### src/common/csso_pkg.sv
// Purpose: shared constants and types for the call/stack/sleep/subtract core
// Assumes: 8-bit data path, 21-bit byte program counter
// Notes: all offsets and opcodes live here, and the reset values of pc, w, status, bsr, shadows, to, pd and watchdog
package csso_pkg;
    // ************************************************************
    // widths and program counter steps
    // ************************************************************
    localparam int PC_W = 21;
    localparam int STACK_DEPTH_DEF = 31;
    localparam logic [20:0] PC_RST = 21'h000000;
    localparam logic [20:0] PC_STEP = 21'h000002;
    localparam logic [20:0] CALL_RET_OFS = 21'h000004;

    // ************************************************************
    // opcodes and operand bit positions
    // ************************************************************
    localparam logic [15:0] OP_SLEEP = 16'h0003;
    localparam logic [15:0] OP_PUSH = 16'h0005;
    localparam logic [15:0] OP_POP = 16'h0006;
    localparam logic [7:0] OP_BZ_HI = 8'hE0;
    localparam logic [6:0] OP_CALL_HI = 7'h76;
    localparam logic [5:0] OP_SUB_HI = 6'h15;
    localparam int CALL_S_BIT = 8;
    localparam int SUB_D_BIT = 9;

    // ************************************************************
    // flag positions and reset values
    // ************************************************************
    localparam int ST_C = 0;
    localparam int ST_DC = 1;
    localparam int ST_Z = 2;
    localparam int ST_OV = 3;
    localparam int ST_N = 4;
    localparam int PWR_PD = 2;
    localparam int PWR_TO = 3;
    localparam logic [7:0] W_RST = 8'h00;
    localparam logic [7:0] STATUS_RST = 8'h00;
    localparam logic [3:0] BSR_RST = 4'h0;
    localparam logic TO_RST = 1'b1;
    localparam logic PD_RST = 1'b1;
    localparam logic [7:0] WDT_CLR = 8'h00;
    localparam logic [7:0] WDT_MAX = 8'hFF;
    localparam logic [3:0] POST_CLR = 4'h0;
    localparam logic [3:0] POST_MAX = 4'hF;

    // ************************************************************
    // register port map
    // ************************************************************
    localparam logic [8:0] ADDR_W = 9'h100;
    localparam logic [8:0] ADDR_STATUS = 9'h101;
    localparam logic [8:0] ADDR_BSR = 9'h102;
    localparam logic [8:0] ADDR_WSHD = 9'h103;
    localparam logic [8:0] ADDR_FSHD = 9'h104;
    localparam logic [8:0] ADDR_BSHD = 9'h105;
    localparam logic [8:0] ADDR_PWR = 9'h106;
    localparam logic [8:0] ADDR_TOSL = 9'h107;
    localparam logic [8:0] ADDR_TOSH = 9'h108;
    localparam logic [8:0] ADDR_TOSU = 9'h109;
    localparam logic [8:0] ADDR_SP = 9'h10A;
    localparam logic [8:0] ADDR_PCL = 9'h10B;
    localparam logic [8:0] ADDR_PCH = 9'h10C;
    localparam logic [8:0] ADDR_PCU = 9'h10D;

    typedef enum logic [1:0] {
        CSSO_RUN,
        CSSO_CALL2,
        CSSO_FLUSH,
        CSSO_SLEEP
    } csso_state_t;
endpackage : csso_pkg

### src/logic/csso_core.sv
// Purpose: executes call, push, pop, sleep, subtract-borrow, branch-if-zero
// Assumes: program memory shows the word at fetch_addr in the same cycle
// Notes: other opcodes act as a one-cycle no-op
`timescale 1ns/1ps
`default_nettype none
module csso_core #(
    parameter int STACK_DEPTH = csso_pkg::STACK_DEPTH_DEF,
    parameter int SPW = $clog2(STACK_DEPTH + 1)
) (
    input wire logic clk,
    input wire logic rst,
    input wire logic ce,
    input wire logic instr_valid,
    input wire logic [15:0] instr_word,
    input wire logic wake_req,
    input wire logic [8:0] reg_addr,
    input wire logic [7:0] reg_wdata,
    input wire logic reg_we,
    input wire logic reg_re,
    output logic [csso_pkg::PC_W-1:0] fetch_addr,
    output logic fetch_ready,
    output logic [7:0] reg_rdata,
    output logic sleep_state,
    output logic osc_enable
);
    // ************************************************************
    // state and decode
    // ************************************************************
    csso_pkg::csso_state_t state_q, state_d;
    logic [20:0] pc_q, pc_d, stk_top, push_data, bz_tgt, call_tgt;
    logic [SPW-1:0] stk_ptr;
    logic [7:0] w_q, status_q, ws_q, fs_q, f_val, ram_b, rd_mux;
    logic [7:0] call_lo_q, wr_data, sub_res;
    logic [3:0] bsr_q, bs_q, post_q;
    logic [7:0] wdt_q;
    logic [8:0] sub_full;
    logic [4:0] sub_lo;
    logic [7:0] wr_addr;
    logic fetch_ready_q, sleep_q, osc_q, to_q, pd_q;
    logic take, run_take, call2_take, bz_taken, wdt_ovf, carry_in;
    logic is_bz, is_call, is_pop, is_push, is_sleep, is_sub;
    logic sub_to_w, sub_to_f, core_wr, bus_wr_ram, push_en, pop_en;

    generate
        if (STACK_DEPTH < 2 || STACK_DEPTH > 255) begin : g_bad
            $error("csso_core: STACK_DEPTH must be 2 to 255");
        end
    endgenerate

    // a word is taken only while the core asks for one
    assign take = ce && instr_valid && fetch_ready_q;
    assign run_take = take && state_q == csso_pkg::CSSO_RUN;
    assign call2_take = take && state_q == csso_pkg::CSSO_CALL2;

    // opcode match on the fetched word
    assign is_bz = instr_word[15:8] == csso_pkg::OP_BZ_HI;
    assign is_call = instr_word[15:9] == csso_pkg::OP_CALL_HI;
    assign is_pop = instr_word == csso_pkg::OP_POP;
    assign is_push = instr_word == csso_pkg::OP_PUSH;
    assign is_sleep = instr_word == csso_pkg::OP_SLEEP;
    assign is_sub = instr_word[15:10] == csso_pkg::OP_SUB_HI;

    assign carry_in = status_q[csso_pkg::ST_C];
    assign bz_taken = run_take && is_bz && status_q[csso_pkg::ST_Z];
    assign wdt_ovf = wdt_q == csso_pkg::WDT_MAX
        && post_q == csso_pkg::POST_MAX;

    // next state of the sequencer
    always_comb begin
        state_d = state_q;
        case (state_q)
            csso_pkg::CSSO_RUN: begin
                if (run_take && is_call) begin
                    state_d = csso_pkg::CSSO_CALL2;
                end else if (bz_taken) begin
                    state_d = csso_pkg::CSSO_FLUSH;
                end else if (run_take && is_sleep) begin
                    state_d = csso_pkg::CSSO_SLEEP;
                end
            end
            csso_pkg::CSSO_CALL2: begin
                if (call2_take) begin
                    state_d = csso_pkg::CSSO_RUN;
                end
            end
            csso_pkg::CSSO_FLUSH: begin
                state_d = csso_pkg::CSSO_RUN;
            end
            csso_pkg::CSSO_SLEEP: begin
                if (wake_req || wdt_ovf) begin
                    state_d = csso_pkg::CSSO_RUN;
                end
            end
            default: begin
                state_d = csso_pkg::CSSO_RUN;
            end
        endcase
    end

    // sequencer state and the flags it drives out
    always_ff @(posedge clk) begin
        if (rst) begin
            state_q <= csso_pkg::CSSO_RUN;
            fetch_ready_q <= 1'b1;
            sleep_q <= 1'b0;
            osc_q <= 1'b1;
        end else if (ce) begin
            state_q <= state_d;
            fetch_ready_q <= state_d == csso_pkg::CSSO_RUN
                || state_d == csso_pkg::CSSO_CALL2;
            sleep_q <= state_d == csso_pkg::CSSO_SLEEP;
            osc_q <= state_d != csso_pkg::CSSO_SLEEP;
        end
    end

    // ************************************************************
    // program counter and return stack
    // ************************************************************
    assign bz_tgt = pc_q + csso_pkg::PC_STEP
        + {{12{instr_word[7]}}, instr_word[7:0], 1'b0};
    assign call_tgt = {instr_word[11:0], call_lo_q, 1'b0};

    // next fetch address
    always_comb begin
        pc_d = pc_q;
        if (bz_taken) begin
            pc_d = bz_tgt;
        end else if (run_take) begin
            pc_d = pc_q + csso_pkg::PC_STEP;
        end else if (call2_take) begin
            pc_d = call_tgt;
        end
    end

    // program counter and low literal of a call
    always_ff @(posedge clk) begin
        if (rst) begin
            pc_q <= csso_pkg::PC_RST;
            call_lo_q <= 8'h00;
        end else if (ce) begin
            pc_q <= pc_d;
            if (run_take && is_call) begin
                call_lo_q <= instr_word[7:0];
            end
        end
    end

    // stack requests from call, push and pop
    assign push_en = run_take && (is_call || is_push);
    assign pop_en = run_take && is_pop;
    assign push_data = is_call ? pc_q + csso_pkg::CALL_RET_OFS
        : pc_q + csso_pkg::PC_STEP;

    csso_stack #(
        .DEPTH(STACK_DEPTH),
        .W(csso_pkg::PC_W),
        .PW(SPW)
    ) u_stack (
        .clk(clk),
        .rst(rst),
        .ce(ce),
        .push(push_en),
        .pop(pop_en),
        .push_data(push_data),
        .top(stk_top),
        .ptr(stk_ptr)
    );

    // ************************************************************
    // subtract with borrow and data registers
    // ************************************************************
    assign sub_full = {1'b0, w_q} - {1'b0, f_val}
        - {8'h00, ~carry_in};
    assign sub_lo = {1'b0, w_q[3:0]} - {1'b0, f_val[3:0]}
        - {4'h0, ~carry_in};
    assign sub_res = sub_full[7:0];
    assign sub_to_w = run_take && is_sub && !instr_word[csso_pkg::SUB_D_BIT];
    assign sub_to_f = run_take && is_sub && instr_word[csso_pkg::SUB_D_BIT];

    // core write beats a same-cycle register-port write
    assign bus_wr_ram = reg_we && !reg_addr[8];
    assign core_wr = sub_to_f || bus_wr_ram;
    assign wr_addr = sub_to_f ? instr_word[7:0] : reg_addr[7:0];
    assign wr_data = sub_to_f ? sub_res : reg_wdata;

    csso_file_ram u_ram (
        .clk(clk),
        .ce(ce),
        .wr_en(core_wr),
        .wr_addr(wr_addr),
        .wr_data(wr_data),
        .rd_addr_a(instr_word[7:0]),
        .rd_data_a(f_val),
        .rd_addr_b(reg_addr[7:0]),
        .rd_data_b(ram_b)
    );

    // working, status and bank registers
    always_ff @(posedge clk) begin
        if (rst) begin
            w_q <= csso_pkg::W_RST;
            status_q <= csso_pkg::STATUS_RST;
            bsr_q <= csso_pkg::BSR_RST;
        end else if (ce) begin
            if (sub_to_w) begin
                w_q <= sub_res;
            end else if (reg_we && reg_addr == csso_pkg::ADDR_W) begin
                w_q <= reg_wdata;
            end
            if (run_take && is_sub) begin
                status_q <= {status_q[7:5], sub_res[7],
                    (w_q[7] != f_val[7]) && (sub_res[7] != w_q[7]),
                    sub_res == 8'h00, ~sub_lo[4], ~sub_full[8]};
            end else if (reg_we && reg_addr == csso_pkg::ADDR_STATUS) begin
                status_q <= reg_wdata;
            end
            if (reg_we && reg_addr == csso_pkg::ADDR_BSR) begin
                bsr_q <= reg_wdata[3:0];
            end
        end
    end

    // shadow copies taken by a call when asked
    always_ff @(posedge clk) begin
        if (rst) begin
            ws_q <= csso_pkg::W_RST;
            fs_q <= csso_pkg::STATUS_RST;
            bs_q <= csso_pkg::BSR_RST;
        end else if (ce && run_take && is_call
            && instr_word[csso_pkg::CALL_S_BIT]) begin
            ws_q <= w_q;
            fs_q <= status_q;
            bs_q <= bsr_q;
        end
    end

    // ************************************************************
    // sleep, power flags and watchdog
    // ************************************************************
    always_ff @(posedge clk) begin
        if (rst) begin
            to_q <= csso_pkg::TO_RST;
            pd_q <= csso_pkg::PD_RST;
        end else if (ce) begin
            if (run_take && is_sleep) begin
                pd_q <= 1'b0;
                to_q <= 1'b1;
            end else if (state_q == csso_pkg::CSSO_SLEEP && wdt_ovf) begin
                to_q <= 1'b0; // watchdog wake
            end
        end
    end

    // watchdog counter with postscaler behind it
    always_ff @(posedge clk) begin
        if (rst) begin
            wdt_q <= csso_pkg::WDT_CLR;
            post_q <= csso_pkg::POST_CLR;
        end else if (ce) begin
            if (run_take && is_sleep) begin
                wdt_q <= csso_pkg::WDT_CLR;
                post_q <= csso_pkg::POST_CLR;
            end else begin
                wdt_q <= wdt_q + 1'b1;
                if (wdt_q == csso_pkg::WDT_MAX) begin
                    post_q <= post_q + 1'b1;
                end
            end
        end
    end

    // ************************************************************
    // register port read
    // ************************************************************
    always_comb begin
        rd_mux = 8'h00;
        if (!reg_addr[8]) begin
            rd_mux = ram_b;
        end else begin
            case (reg_addr)
                csso_pkg::ADDR_W: rd_mux = w_q;
                csso_pkg::ADDR_STATUS: rd_mux = status_q;
                csso_pkg::ADDR_BSR: rd_mux = {4'h0, bsr_q};
                csso_pkg::ADDR_WSHD: rd_mux = ws_q;
                csso_pkg::ADDR_FSHD: rd_mux = fs_q;
                csso_pkg::ADDR_BSHD: rd_mux = {4'h0, bs_q};
                csso_pkg::ADDR_PWR: rd_mux = {4'h0, to_q, pd_q, 2'h0};
                csso_pkg::ADDR_TOSL: rd_mux = stk_top[7:0];
                csso_pkg::ADDR_TOSH: rd_mux = stk_top[15:8];
                csso_pkg::ADDR_TOSU: rd_mux = {3'h0, stk_top[20:16]};
                csso_pkg::ADDR_SP: rd_mux = 8'(stk_ptr);
                csso_pkg::ADDR_PCL: rd_mux = pc_q[7:0];
                csso_pkg::ADDR_PCH: rd_mux = pc_q[15:8];
                csso_pkg::ADDR_PCU: rd_mux = {3'h0, pc_q[20:16]};
                default: rd_mux = 8'h00;
            endcase
        end
    end

    // read data stands one cycle, zero otherwise
    always_ff @(posedge clk) begin
        if (rst) begin
            reg_rdata <= 8'h00;
        end else if (ce) begin
            reg_rdata <= reg_re ? rd_mux : 8'h00;
        end
    end

    assign fetch_addr = pc_q;
    assign fetch_ready = fetch_ready_q;
    assign sleep_state = sleep_q;
    assign osc_enable = osc_q;
endmodule : csso_core
`default_nettype wire

### src/logic/csso_file_ram.sv
// Purpose: 256-byte file register array, one write and two read ports
// Assumes: reads are combinational, writes land at the clock edge
// Notes: contents are data and carry no reset
`timescale 1ns/1ps
`default_nettype none
module csso_file_ram (
    input wire logic clk,
    input wire logic ce,
    input wire logic wr_en,
    input wire logic [7:0] wr_addr,
    input wire logic [7:0] wr_data,
    input wire logic [7:0] rd_addr_a,
    output logic [7:0] rd_data_a,
    input wire logic [7:0] rd_addr_b,
    output logic [7:0] rd_data_b
);
    logic [7:0] mem [0:255];

    // write port, frozen with the clock enable
    always_ff @(posedge clk) begin
        if (ce && wr_en) begin
            mem[wr_addr] <= wr_data;
        end
    end

    // execution read and register-port read
    assign rd_data_a = mem[rd_addr_a];
    assign rd_data_b = mem[rd_addr_b];
endmodule : csso_file_ram
`default_nettype wire

### src/logic/csso_stack.sv
// Purpose: hardware return stack with push, pop and a visible top
// Assumes: push and pop never requested in the same cycle
// Notes: push when full and pop when empty are ignored
`timescale 1ns/1ps
`default_nettype none
module csso_stack #(
    parameter int DEPTH = 31,
    parameter int W = 21,
    parameter int PW = $clog2(DEPTH + 1)
) (
    input wire logic clk,
    input wire logic rst,
    input wire logic ce,
    input wire logic push,
    input wire logic pop,
    input wire logic [W-1:0] push_data,
    output logic [W-1:0] top,
    output logic [PW-1:0] ptr
);
    localparam logic [PW-1:0] FULL = PW'(DEPTH);
    logic [W-1:0] ent [0:DEPTH-1];
    logic [PW-1:0] ptr_q;
    logic [W-1:0] below_top;

    generate
        if (DEPTH < 2 || W < 1) begin : g_bad
            $error("csso_stack: DEPTH must be at least 2");
        end
    endgenerate

    // pointer counts live entries
    always_ff @(posedge clk) begin
        if (rst) begin
            ptr_q <= '0;
        end else if (ce) begin
            if (push && ptr_q != FULL) begin
                ptr_q <= ptr_q + 1'b1;
            end else if (pop && ptr_q != '0) begin
                ptr_q <= ptr_q - 1'b1;
            end
        end
    end

    // entry storage, written at the free slot
    always_ff @(posedge clk) begin
        if (ce && push && ptr_q != FULL) begin
            ent[ptr_q] <= push_data;
        end
    end

    // top of stack reads zero when empty
    assign top = (ptr_q == '0) ? '0 : ent[ptr_q - 1'b1];
    assign ptr = ptr_q;

    // entry under the top, what a pop has to expose next
    assign below_top = (ptr_q < 2) ? '0 : ent[ptr_q - 2'd2];
endmodule : csso_stack
`default_nettype wire

### config.mk
export PLATFORM = sky130hd
export DESIGN_NAME = csso_core
export DESIGN_NICKNAME = d
export VERILOG_FILES = /design/src/common/csso_pkg.sv /design/src/logic/csso_core.sv /design/src/logic/csso_file_ram.sv /design/src/logic/csso_stack.sv
export SDC_FILE = /design/constraint.sdc
export NUM_CORES = 2
export LEC_CHECK = 0
export CORE_MARGIN = 4
export CORE_UTILIZATION = 40
export CTS_CLUSTER_DIAMETER = 40
export CTS_CLUSTER_SIZE = 12
export DETAILED_ROUTE_END_ITERATION = 8
export DONT_BUFFER_PORTS = 1
export PLACE_DENSITY = 0.54
export SLEW_MARGIN = 5
export SYNTH_ARGS = -nofsm -noshare
export SYNTH_HDL_FRONTEND = slang
export SYNTH_HIERARCHICAL = 1
export SYNTH_SLANG_ARGS = --single-unit
### constraint.sdc
create_clock -name clk -period 22.8 [get_ports clk]
set_input_delay 1.14 -clock clk [delete_from_list [all_inputs] [get_ports clk]]
set_output_delay 1.14 -clock clk [all_outputs]
set_load 0.1 [all_outputs]
==> summary.txt <==
Global route
  – Vias in the first global route: 77,000
  – Largest net degree at the start of global routing: 522
  – Grt total ovfl: 0
  – Gr usage total: 0.2501
  – First-pass GRT wire length: 595,200 µm
  – Initial antenna violation count: 22

Timing
  – Final Hold Viols: 0
  – Fin Clk Skew: 82.34 ps
  – Setup WS post-layout: 13,060 ps
  – Unrepaired setup endpoints after global routing: no
  – Final worst path period share: 0.4270
  – Slew HR: -1.809
  – Minimum clock period: 9736 ps
  – Achievable Freq: 102.7 MHz
  – Worst Tran Pin Value: 4214 ps
  – Hold Slack: 282.5 ps
  – Slew Limit Fails: 408
  – # setup viols final: 0
  – Final setup TNS: 0 ps

Synth
  – Synth Area per Inst: 17.44 µm²
  – Synth warn: 6
  – Number of synthesized register bits: 2,799
  – EDFF count, synth: 2,699
  – Synthesized instance count: 7,390
  – Top_reg_cell synth: edfxtp_1
  – Seq/Total Area, Yosys: 0.6444
  – Cell Area, Synth: 0.1289 mm²
  – Post-synth ARST share: 0
  – Unique cell type count in the Yosys netlist: 98

Clocking
  – CTS tree: yes
  – Postcts setup bufs: 0
  – CTS buffer count: 428
  – Post-CTS Resized: 0
  – Clock Latency Late Sink: 970 ps
  – CTS max path bufs: 4
  – Root Buffer: clkbuf_16
  – CTS sink count: 2,799
  – H-tree levels: 5
  – Hold_buf cts: 0
  – CTS clk-pin slew, worst paths: 60 ps

Finish
  – Share of cells above drive strength 1: 0.2646
  – Fin cells: 12,200
  – Fin area: 0.1484 mm²
  – Fin nets: 7,608
  – Area Growth Syn to Fin: 15.16%

Setup path
  – Worst EP required: 23,430 ps
  – Crit-path max FO: 134
  – Crit Path Category: in2reg
  – CP max stage delay: 960 ps
  – Most used cell, CP: buf_16
  – Arr. time, crit path: 10,360 ps
  – Crit path launch type: input port
  – Worst r2r src: fetch_ready
  – CP startpoint: instr_word[0]
  – Slowest-stage cell, CP: buf_4
  – Critical path, cell by cell: buf_16, buf_16, buf_16, nand3b_2, o22ai_1, a211oi_1, a31oi_1, nor3_1, a41oi_1, nor3b_2, fa_1, inv_1, fa_1, nand2b_1, a21oi_1, o21bai_1, a21oi_1, xnor2_1, mux2_8, buf_4, buf_4
  – Worst Setup End Kind: register

Power and ir drop
  – Pleak: 46.92 nW
  – Ratio of total power to cell area: 88.70 mW/mm²
  – Maximum VDD drop: 0.07521 mV

Run status
  – Failing checks: slew limit
  – Outcome: complete, but fails checks

Placement
  – DP Cell Count: 11,390
  – GP Congestion: 0.8987
  – # port buffers: 0
  – DP HPWL: 258,100 µm
  – Pre-CTS setup slack: 11,890 ps
  – Area after DPL: 0.1334 mm²

Route
  – Routed Antenna Nets: 0
  – Final WL: 425,200 µm
  – Vias: 77,830
  – Initial DRC count: 10,450
  – DR pass1 iterations: 6
  – Via density: 6.379
  – DRC Markers: 0
  – WL per Instance: 34.85 µm

Die
  – Core box area: 0.3209 mm²
  – Io pins: 72
  – Die height: 575.6 µm
  – Rows: 208
  – DIE AREA: 0.3313 mm²
  – Starting Density: 0.4016
  – Die width: 575.6 µm

Min path
  – Hold_sp: rst
  – Hold crit path type: in2reg

Flow run
  – Max Cap Viol: 0
==> synthesized netlist by cell type (all sizes together), types with 17 or more instances <==
cell type / count / area (µm²)
ha: 47 / 588.1
a22oi: 300 / 2252
inv: 59 / 221.5
or2: 18 / 112.6
a221o: 31 / 310.3
and3: 17 / 106.4
a221oi: 62 / 574.3
nand4: 29 / 181.4
mux2i: 464 / 4644
nor4: 53 / 362.9
o211ai: 18 / 135.1
mux2: 59 / 664.4
nand3: 99 / 495.5
a31oi: 23 / 143.9
nor2: 438 / 1657
a22o: 40 / 350.3
o21ai: 112 / 560.5
clkbuf: 209 / 785.8
buf: 348 / 2659
o221ai: 67 / 586.8
mux4: 959 / 21700
xnor2: 47 / 419.2
a21oi: 269 / 1350
xor2: 25 / 226.5
nand2b: 22 / 137.6
nor3: 92 / 490.5
nand2: 257 / 972.2
nor2b: 53 / 334.1
dfxtp: 100 / 2002
a211oi: 48 / 360.4
o22ai: 142 / 888.4
edfxtp: 2699 / 81050
==> layout make-up <==
cell class,count,area [µm²]
Clock buffer,469,10970
Tap cell,4305,5386
Sequential cell,2799,83050
Fill cell,27160,172500
Inverter,59,221.5
Timing Repair Buffer,224,2019
Antenna cell,8,20.02
Multi-Input combinational cell,4006,42870
Clock inverter,330,3877
==> cells by family (layout without fill, tap and decap cells) <==
| group | count (synthesis) | after routing | synth area share |
|---|---|---|---|
| AND/OR/NAND/NOR | 1129 | 1129 | 0.04067 |
| multiplexers | 1482 | 1482 | 0.2095 |
| flip-flops | 2799 | 2799 | 0.6444 |
| buffers and inverters | 616 | 1082 | 0.02845 |
| XOR/XNOR | 72 | 72 | 0.005010 |
| other | 1 | 40 | 0.00002910 |
| AO/OA/AOI/OAI | 1241 | 1241 | 0.06685 |
| adder cells (fa/ha/maj) | 50 | 50 | 0.005029 |
==> critical path, delay by kind of cell <==
family,cells,cell delay (ps)
adders and majority gates,2,680
xor gates and xnor gates,1,220
and+or+nand+nor,4,1490
muxes,1,610
buffers and inverters,6,3240
AOI/OAI and AO/OA,7,1900
==> metrics by stage <==
step,total power [mW],util
final,13.16,0.4625
after floorplan,6.311,-
after global routing,13.52,0.4625
after CTS,13.20,0.4619
after detailed placement,6.535,0.4157
after global placement,6.529,0.4156
==> state kept, by name (all words and copies together) (netlist names), 8 cells and up <==
name and flops:
w_q 8, wdt_q 8, status_q 8, fetch_addr 20, call_lo_q 8, reg_rdata 8
ws_q 8, fs_q 8, u_stack/ent 651, u_ram/mem 2048
==> final timing paths <==
path / to / depth (start not counted) / slack [ps]
max: u_ram/mem[9][6] / 21 / 13060
min: state_q[0] / 1 / 280
max reg2reg: u_ram/mem[21][1] / 10 / 15040
min reg2reg: call_lo_q[5] / 2 / 450
==> power by group <==
part	switching [mW]	internal [mW]	total, mW
clock network	2.55	4.13	6.68
registers	0.0103	5.65	5.66
logic	0.534	0.291	0.824
total	3.10	10.1	13.2
==> routing by layer <==
layer  vias up  global-route usage  wire, µm
met5         -                   0        60
met4         8             0.08496     15030
met3       711             0.05924     44640
met2      4260              0.3844    196100
met1     41530              0.3510    169300
li1      31320                   -         -
==> cell usage in the layout (no fill, tap or decap), drive strengths merged, types with 29 or more instances in the layout <==
master / instances
a221o: 31
a22oi: 300
edfxtp: 2699
clkinvlp: 59
clkinv: 151
mux4: 959
nor3: 92
inv: 127
a22o: 40
clkbuf: 469
mux2: 59
mux2i: 464
nand4: 29
nor2b: 53
ha: 47
buf: 224
o22ai: 142
conb: 32
a221oi: 62
nand3: 99
nor4: 53
dfxtp: 100
o21ai: 112
a21oi: 269
a211oi: 48
bufinv: 52
o221ai: 67
nor2: 438
xnor2: 47
nand2: 257
No activity file was read; power rests on OpenSTA's default activity.
